--- config.mk ---
export PLATFORM = sky130hd
export DESIGN_NAME = input_signal_allocation_mux
export DESIGN_NICKNAME = d
export VERILOG_FILES = /design/src/core/isam_pkg.sv /design/src/core/input_signal_allocation_mux.sv /design/src/core/isam_func_select.sv
export VERILOG_INCLUDE_DIRS = /design/src /design/src/core
export SDC_FILE = /design/constraint.sdc
export NUM_CORES = 1
export LEC_CHECK = 0
export ABC_CLOCK_PERIOD_IN_PS = 3150
export BUFFER_PORTS_ARGS = -buffer_cell sky130_fd_sc_hd__buf_2
export CORE_ASPECT_RATIO = 0.5
export CORE_UTILIZATION = 55
export CTS_CLUSTER_SIZE = 20
export DETAILED_ROUTE_END_ITERATION = 8
export GPL_TIMING_DRIVEN = 0
export PLACE_DENSITY = 0.76
export SLEW_MARGIN = 25
export SYNTH_ARGS = -nofsm -noshare
export SYNTH_HDL_FRONTEND = slang
export SYNTH_SLANG_ARGS = --single-unit
--- constraint.sdc ---
create_clock -name clk -period 3.15 [get_ports clk]
set_clock_uncertainty 0.05 [all_clocks]
set_input_delay 0.63 -clock clk [delete_from_list [all_inputs] [get_ports clk]]
set_output_delay 0.63 -clock clk [all_outputs]
set_load 0.05 [all_outputs]
--- src/core/isam_defs.svh ---
// constants for the input signal allocation mux
`ifndef ISAM_DEFS_SVH
`define ISAM_DEFS_SVH

// ----------------------------------------
// setting code values
// ----------------------------------------
`define ISAM_CODE_FORCE_ON 4'h7
`define ISAM_CODE_FORCE_OFF 4'h8
`define ISAM_CODE_INV_BASE 4'h9
`define ISAM_CODE_PIN13 4'h0
`define ISAM_CODE_RESTR_LO 4'h4
`define ISAM_CODE_RESTR_HI 4'h6
`define ISAM_CODE_RESTR_INV_LO 4'hd

// ----------------------------------------
// reset codes
// ----------------------------------------
`define ISAM_RST_FWD_INHIBIT 4'h1
`define ISAM_RST_REV_INHIBIT 4'h2
`define ISAM_RST_FWD_TLIM 4'h8
`define ISAM_RST_REV_TLIM 4'h8
`define ISAM_RST_OPT_IN3 4'h3
`define ISAM_RST_OPT_IN4 4'h4
`define ISAM_RST_OPT_IN5 4'h5
`define ISAM_RST_OPT_IN6 4'h6

// ----------------------------------------
// pin vector layout: bit 0 is pin 7 ... bit 6 is pin 13
// ----------------------------------------
`define ISAM_PIN_COUNT 7
`define ISAM_PIN13_IDX 3'h6

`endif

--- src/core/isam_pkg.sv ---
// types of the input signal allocation mux
package isam_pkg;

    // one 4-bit setting code per function
    typedef struct packed {
        logic [3:0] fwdInhibitSelCode;
        logic [3:0] revInhibitSelCode;
        logic [3:0] fwdTlimSelCode;
        logic [3:0] revTlimSelCode;
        logic [3:0] optIn3SelCode;
        logic [3:0] optIn4SelCode;
        logic [3:0] optIn5SelCode;
        logic [3:0] optIn6SelCode;
    } isam_codes_type;

    // asserted level of each function, 1 = function active
    typedef struct packed {
        logic fwdRunInhibit;
        logic revRunInhibit;
        logic fwdExtTorqueLimit;
        logic revExtTorqueLimit;
        logic optionInput3;
        logic optionInput4;
        logic optionInput5;
        logic optionInput6;
    } isam_funcs_type;

endpackage : isam_pkg

--- src/core/input_signal_allocation_mux.sv ---
// input signal allocation mux: sequence pins routed to internal functions
// Notes on behaviour
// - codes 0-6 pick pins 13,7-12; 9-F inverted
// - code 7 forces active, 8 forces inactive
// - one pin may feed several functions
// - inhibits active-high 0-6; reset codes 1, 2
// - forward torque limit active-low 0-6; reset 8
// - reverse torque limit same as forward
// - option input 3 active-low; reset code 3
// - option inputs 4-6 only pins 10-12
// - other codes there leave function deasserted
`timescale 1ns/1ps
`include "isam_defs.svh"

module input_signal_allocation_mux (
    // clock and reset
    input wire logic clk,
    input wire logic nrst,
    // sequence input pins, bit 0 is pin 7 up to bit 6 is pin 13
    input wire logic [`ISAM_PIN_COUNT-1:0] ioConnectorPins,
    // setting codes, taken while codeWrite is high
    input wire logic codeWrite,
    input wire isam_pkg::isam_codes_type codesIn,
    // held setting codes
    output isam_pkg::isam_codes_type codesOut,
    // function levels, 1 = active
    output isam_pkg::isam_funcs_type funcs
);

    // ----------------------------------------
    // pin synchronisers
    // ----------------------------------------
    logic [`ISAM_PIN_COUNT-1:0] pinMeta_q;
    logic [`ISAM_PIN_COUNT-1:0] pinSync_q;
    logic [`ISAM_PIN_COUNT-1:0] pinSyncB_q;
    logic [`ISAM_PIN_COUNT-1:0] pinStable_q;
    logic [`ISAM_PIN_COUNT-1:0] pinStable_d;

    // a bit is accepted only when the second and third stages agree
    assign pinStable_d = (pinSync_q & ~(pinSync_q ^ pinSyncB_q))
        | (pinStable_q & (pinSync_q ^ pinSyncB_q));

    // three stages; the first is read only by the second
    always_ff @(posedge clk) begin
        if (!nrst) begin
            pinMeta_q <= '0;
            pinSync_q <= '0;
            pinSyncB_q <= '0;
            pinStable_q <= '0;
        end else begin
            pinMeta_q <= ioConnectorPins;
            pinSync_q <= pinMeta_q;
            pinSyncB_q <= pinSync_q;
            pinStable_q <= pinStable_d;
        end
    end

    // ----------------------------------------
    // setting code store
    // ----------------------------------------
    isam_pkg::isam_codes_type codes_q;
    isam_pkg::isam_codes_type codes_d;

    // write replaces all fields at once; no partial update to keep codes coherent
    assign codes_d = codeWrite ? codesIn : codes_q;
    assign codesOut = codes_q;

    // reset codes give the inhibit polarity software should keep
    always_ff @(posedge clk) begin
        if (!nrst) begin
            codes_q.fwdInhibitSelCode <= `ISAM_RST_FWD_INHIBIT;
            codes_q.revInhibitSelCode <= `ISAM_RST_REV_INHIBIT;
            codes_q.fwdTlimSelCode <= `ISAM_RST_FWD_TLIM;
            codes_q.revTlimSelCode <= `ISAM_RST_REV_TLIM;
            codes_q.optIn3SelCode <= `ISAM_RST_OPT_IN3;
            codes_q.optIn4SelCode <= `ISAM_RST_OPT_IN4;
            codes_q.optIn5SelCode <= `ISAM_RST_OPT_IN5;
            codes_q.optIn6SelCode <= `ISAM_RST_OPT_IN6;
        end else begin
            codes_q <= codes_d;
        end
    end

    // ----------------------------------------
    // function selectors
    // ----------------------------------------
    // run inhibits: high pin is active in the first code group
    isam_func_select #(.LOW_FIRST(1'b0), .RESTRICT(1'b0)) uFwdInhibit (
        .clk(clk),
        .nrst(nrst),
        .selCode(codes_q.fwdInhibitSelCode),
        .pins(pinStable_q),
        .active(funcs.fwdRunInhibit)
    );
    isam_func_select #(.LOW_FIRST(1'b0), .RESTRICT(1'b0)) uRevInhibit (
        .clk(clk),
        .nrst(nrst),
        .selCode(codes_q.revInhibitSelCode),
        .pins(pinStable_q),
        .active(funcs.revRunInhibit)
    );

    // torque limits and option input 3: low pin is active in the first group
    isam_func_select #(.LOW_FIRST(1'b1), .RESTRICT(1'b0)) uFwdTlim (
        .clk(clk),
        .nrst(nrst),
        .selCode(codes_q.fwdTlimSelCode),
        .pins(pinStable_q),
        .active(funcs.fwdExtTorqueLimit)
    );
    isam_func_select #(.LOW_FIRST(1'b1), .RESTRICT(1'b0)) uRevTlim (
        .clk(clk),
        .nrst(nrst),
        .selCode(codes_q.revTlimSelCode),
        .pins(pinStable_q),
        .active(funcs.revExtTorqueLimit)
    );
    isam_func_select #(.LOW_FIRST(1'b1), .RESTRICT(1'b0)) uOptIn3 (
        .clk(clk),
        .nrst(nrst),
        .selCode(codes_q.optIn3SelCode),
        .pins(pinStable_q),
        .active(funcs.optionInput3)
    );

    // option inputs 4-6 reach only pins 10-12, other codes read inactive
    isam_func_select #(.LOW_FIRST(1'b1), .RESTRICT(1'b1)) uOptIn4 (
        .clk(clk),
        .nrst(nrst),
        .selCode(codes_q.optIn4SelCode),
        .pins(pinStable_q),
        .active(funcs.optionInput4)
    );
    isam_func_select #(.LOW_FIRST(1'b1), .RESTRICT(1'b1)) uOptIn5 (
        .clk(clk),
        .nrst(nrst),
        .selCode(codes_q.optIn5SelCode),
        .pins(pinStable_q),
        .active(funcs.optionInput5)
    );
    isam_func_select #(.LOW_FIRST(1'b1), .RESTRICT(1'b1)) uOptIn6 (
        .clk(clk),
        .nrst(nrst),
        .selCode(codes_q.optIn6SelCode),
        .pins(pinStable_q),
        .active(funcs.optionInput6)
    );

endmodule : input_signal_allocation_mux

--- src/core/isam_func_select.sv ---
// one function's source and polarity selection
`timescale 1ns/1ps
`include "isam_defs.svh"

module isam_func_select #(
    parameter bit LOW_FIRST = 1'b0,
    parameter bit RESTRICT = 1'b0
) (
    // clock and reset
    input wire logic clk,
    input wire logic nrst,
    // setting and filtered pins
    input wire logic [3:0] selCode,
    input wire logic [`ISAM_PIN_COUNT-1:0] pins,
    // function level
    output logic active
);

    // code to pin index: 0 is pin 13, 1..6 are pins 7..12
    function automatic logic [2:0] pinIndex(input logic [3:0] code);
        logic [3:0] base;
        base = (code >= `ISAM_CODE_INV_BASE) ? code - `ISAM_CODE_INV_BASE : code;
        // forced codes read no pin, so any in-range index keeps the read defined
        if ((base == `ISAM_CODE_PIN13) || (base > `ISAM_CODE_RESTR_HI)) begin
            pinIndex = `ISAM_PIN13_IDX;
        end else begin
            pinIndex = 3'(base - 4'h1);
        end
    endfunction : pinIndex

    // decode: forced levels, pin selection and polarity
    wire logic forceOn = (selCode == `ISAM_CODE_FORCE_ON) && !RESTRICT;
    wire logic forceOff = (selCode == `ISAM_CODE_FORCE_OFF);
    wire logic inverted = (selCode >= `ISAM_CODE_INV_BASE);
    wire logic restrOk = ((selCode >= `ISAM_CODE_RESTR_LO) && (selCode <= `ISAM_CODE_RESTR_HI))
        || (selCode >= `ISAM_CODE_RESTR_INV_LO);
    wire logic validPin = !forceOff && !forceOn && (!RESTRICT || restrOk);
    wire logic pinLevel = pins[pinIndex(selCode)];
    // low-first functions count a low pin as active in the first code group
    wire logic polLevel = (inverted ^ LOW_FIRST) ? !pinLevel : pinLevel;
    wire logic activeD = forceOn | (validPin & polLevel);

    // registered level, inactive out of reset
    always_ff @(posedge clk) begin
        if (!nrst) begin
            active <= 1'b0;
        end else begin
            active <= activeD;
        end
    end

endmodule : isam_func_select

==> results.py <==
metrics = {
    "floorplan": {
        "coreArea_mm2": 0.00809,
        "rows": 23,
        "start_util": 0.576,
        "die_w_um": 132,
        "die_y_um": 67.1,
        "pin_count": 82,
        "die_area_mm2": 0.00886,
    },
    "yosys": {
        "yosys_warnings": 0,
        "netlist_area_mm2": 0.00465,
        "synth_edf_count": 0,
        "async_flop_share": 0,
        "ys_types": 78,
        "avgSynthCellArea_um2": 8.75,
        "netlist.area_leader.share": 0.292,
        "synth_nets": 617,
        "ys_ff_latch": 68,
        "synth_area_leaders": "dfxtp_1, ha_1, mux2i_1",
        "synth_top_flop_cell": "dfxtp_1",
        "seq_area_frac_synth": 0.292,
        "synth_top_cell_by_area": "dfxtp_1",
        "syn-instance-count": 532,
    },
    "sta": {
        "fin_setup_tns_ns": 0,
        "slew_headroom": 0.356,
        "period_share": 0.966,
        "worstMarginPinSlew_ns": 0.965,
        "max_freq_mhz": 329,
        "hold_viol": 0,
        "fin_ws_ns": 0.108,
        "finalSetupViolations": 0,
        "period_minus_slack_ns": 3.04,
        "drv_slew": 0,
    },
    "final_layout": {
        "area_delta_synth_final_pct": 22.6,
        "nets": 714,
        "fillers": 653,
        "drive_above_1_share": 0.262,
        "n_antenna_cell": 0,
    },
    "setup_path": {
        "cp-end-kind": "register",
        "cp_slowest_cell": "or3b_4",
        "critPathMaxStageDelay_ns": 0.42,
        "crit_type": "reg -> reg",
        "critPathLaunchType": "register",
        "path_cells": "inv_2, ha_4, or3b_4, a211oi_4, ha_2, and3_4, a311o_1, o2111ai_1, a221o_1, and3b_1, o21a_1",
        "arrival_ns": 3.21,
        "required_ns": 3.32,
        "crit_fanout": 9,
    },
    "clock_network": {
        "tritoncts": "done",
        "cts-root-buf": "clkbuf_16",
        "cts_sinks": 68,
        "path_clk_slew_ns": 0.06,
        "cts_buffers": 9,
        "cts_max_path_buffers": 2,
        "clock_latency_ns": 0.33,
        "htree_levels": 3,
    },
    "routing": {
        "drcViolationCount": 0,
        "drt-total-wl_um": 11200,
        "wl_per_cell_um": 15.0,
        "vias_per_cell": 5.65,
        "ant_nets": 0,
        "drt_iter0_markers": 201,
        "vias": 4210,
        "drt-pass1-iter-count": 5,
    },
    "place": {
        "dp_worst_setup_slack_ns": -0.0549,
        "hpwl_um": 7830,
        "globalplace.congestion": 0.876,
        "portBuffers": 80,
    },
    "pwr": {
        "power_mw": 2.82,
        "ir_drop_mv": 0.395,
        "power_density_mw_per_mm2": 495,
        "p_leak_nw": 2.57,
    },
    "global_route": {
        "track_usage": 0.251,
        "grt_pass1_wl_um": 17000,
        "grt_max_degree": 13,
        "grt_antenna_before_repair": 0,
        "first_global_vias": 3677,
        "grt_remaining_overflow": 0,
    },
    "job": {
        "cap_violations": 0,
    },
    "status": {
        "status": "completed",
    },
    "worst_hold_path": {
        "worstHoldPathType": "reg -> reg",
    },
}
## synth_stat cells (4+ instances only)
cell / number
o211ai_1: 11
a31oi_1: 5
nor3_1: 5
and2_1: 27
o311a_1: 5
dfxtp_1: 68
o31ai_1: 4
nand2_1: 35
o22ai_1: 7
a21oi_1: 23
ha_1: 43
nand3_1: 9
clkbuf_1: 16
xnor2_1: 4
mux2_2: 4
o21ai_0: 19
inv_1: 39
o21ai_1: 6
nand4_1: 5
and4b_1: 4
nand3b_1: 7
nand2b_1: 7
nor2_1: 32
nand4b_1: 7
buf_4: 9
mux2i_1: 36
o2111ai_1: 4
nor2b_1: 9
## logic make-up (layout without fill, tap and decap cells)
group,after synthesis,after routing,synth area share
AND/OR/NAND/NOR,172,172,0.211
AO/OA/AOI/OAI,131,131,0.209
buffers and inverters,71,172,0.0707
flip-flops,68,68,0.292
adder cells (fa/ha/maj),43,43,0.116
multiplexers,43,43,0.0944
XOR/XNOR,4,4,0.00753
## critical path: cells and delay by family, from the launching register on
| family | cells | cell delay, ns |
|---|---|---|
| AOI/OAI and AO/OA | 5 | 1.20 |
| buffers and inverters | 1 | 0.08 |
| adders and majority gates | 2 | 0.42 |
| and+or+nand+nor | 3 | 0.80 |
| DFF | 1 | 0.38 |
## layout make-up
cell class,instances,area [µm²],area share
buffer,31,179,0.0314
clock buffer,9,225,0.0395
clock inverter,6,88.8,0.0156
inverter,40,153,0.0267
multi-input combinational,393,3100,0.543
sequential,68,1380,0.241
tap,112,140,0.0246
timing repair buffer,86,445,0.0781
## where the power goes
group | total (mW) | switching [mW] | internal [mW]
combinational | 0.800 | 0.478 | 0.322
sequential | 0.961 | 0.0487 | 0.912
clock | 1.06 | 0.373 | 0.689
## path summary, 6_finish.rpt
| check | startpoint | endpoint | slack [ns] | depth (start not counted) |
|---|---|---|---|---|
| worst max-delay path | codesOut[24] | uRevInhibit.active | 0.11 | 11 |
| worst min-delay path | pinMeta_q[1] | pinSync_q[1] | 0.38 | 1 |
| worst max register to register | codesOut[24] | uRevInhibit.active | 0.11 | 11 |
| worst min register to register | pinMeta_q[1] | pinSync_q[1] | 0.38 | 1 |
## layout by cell type, fill, tap and decap left out, drive strengths merged, types with 25 or more instances in the layout
cell type	instances
and2	28
buf	100
clkbuf	26
dfxtp	68
ha	43
inv	41
mux2i	36
nand2	35
nor2	32
o21ai	25
## stage by stage
stage,instances,cell area [µm²],hold WS [ns],utilization
after floorplan,532,4660,0.356,-
after global placement,724,5200,0.359,0.643
after detailed placement,724,5200,0.368,0.643
after CTS,739,5530,0.381,0.684
after global routing,745,5710,0.399,0.706
final,745,5710,0.378,0.706
## per-layer routing
metal / global-route usage / wire (µm)
met5: 0 / 0
met4: 0.0683 / 113
met3: 0.0654 / 569
met2: 0.445 / 5320
met1: 0.305 / 5200
## repair_timing
item,CTS,global route
endpoints found under the setup margin,1,7
hold buffers,0,0
setup buffers,0,6
gates cloned,0,0
pin swaps,0,7
gates resized for setup,3,33
(Power assumes the default switching activity.)
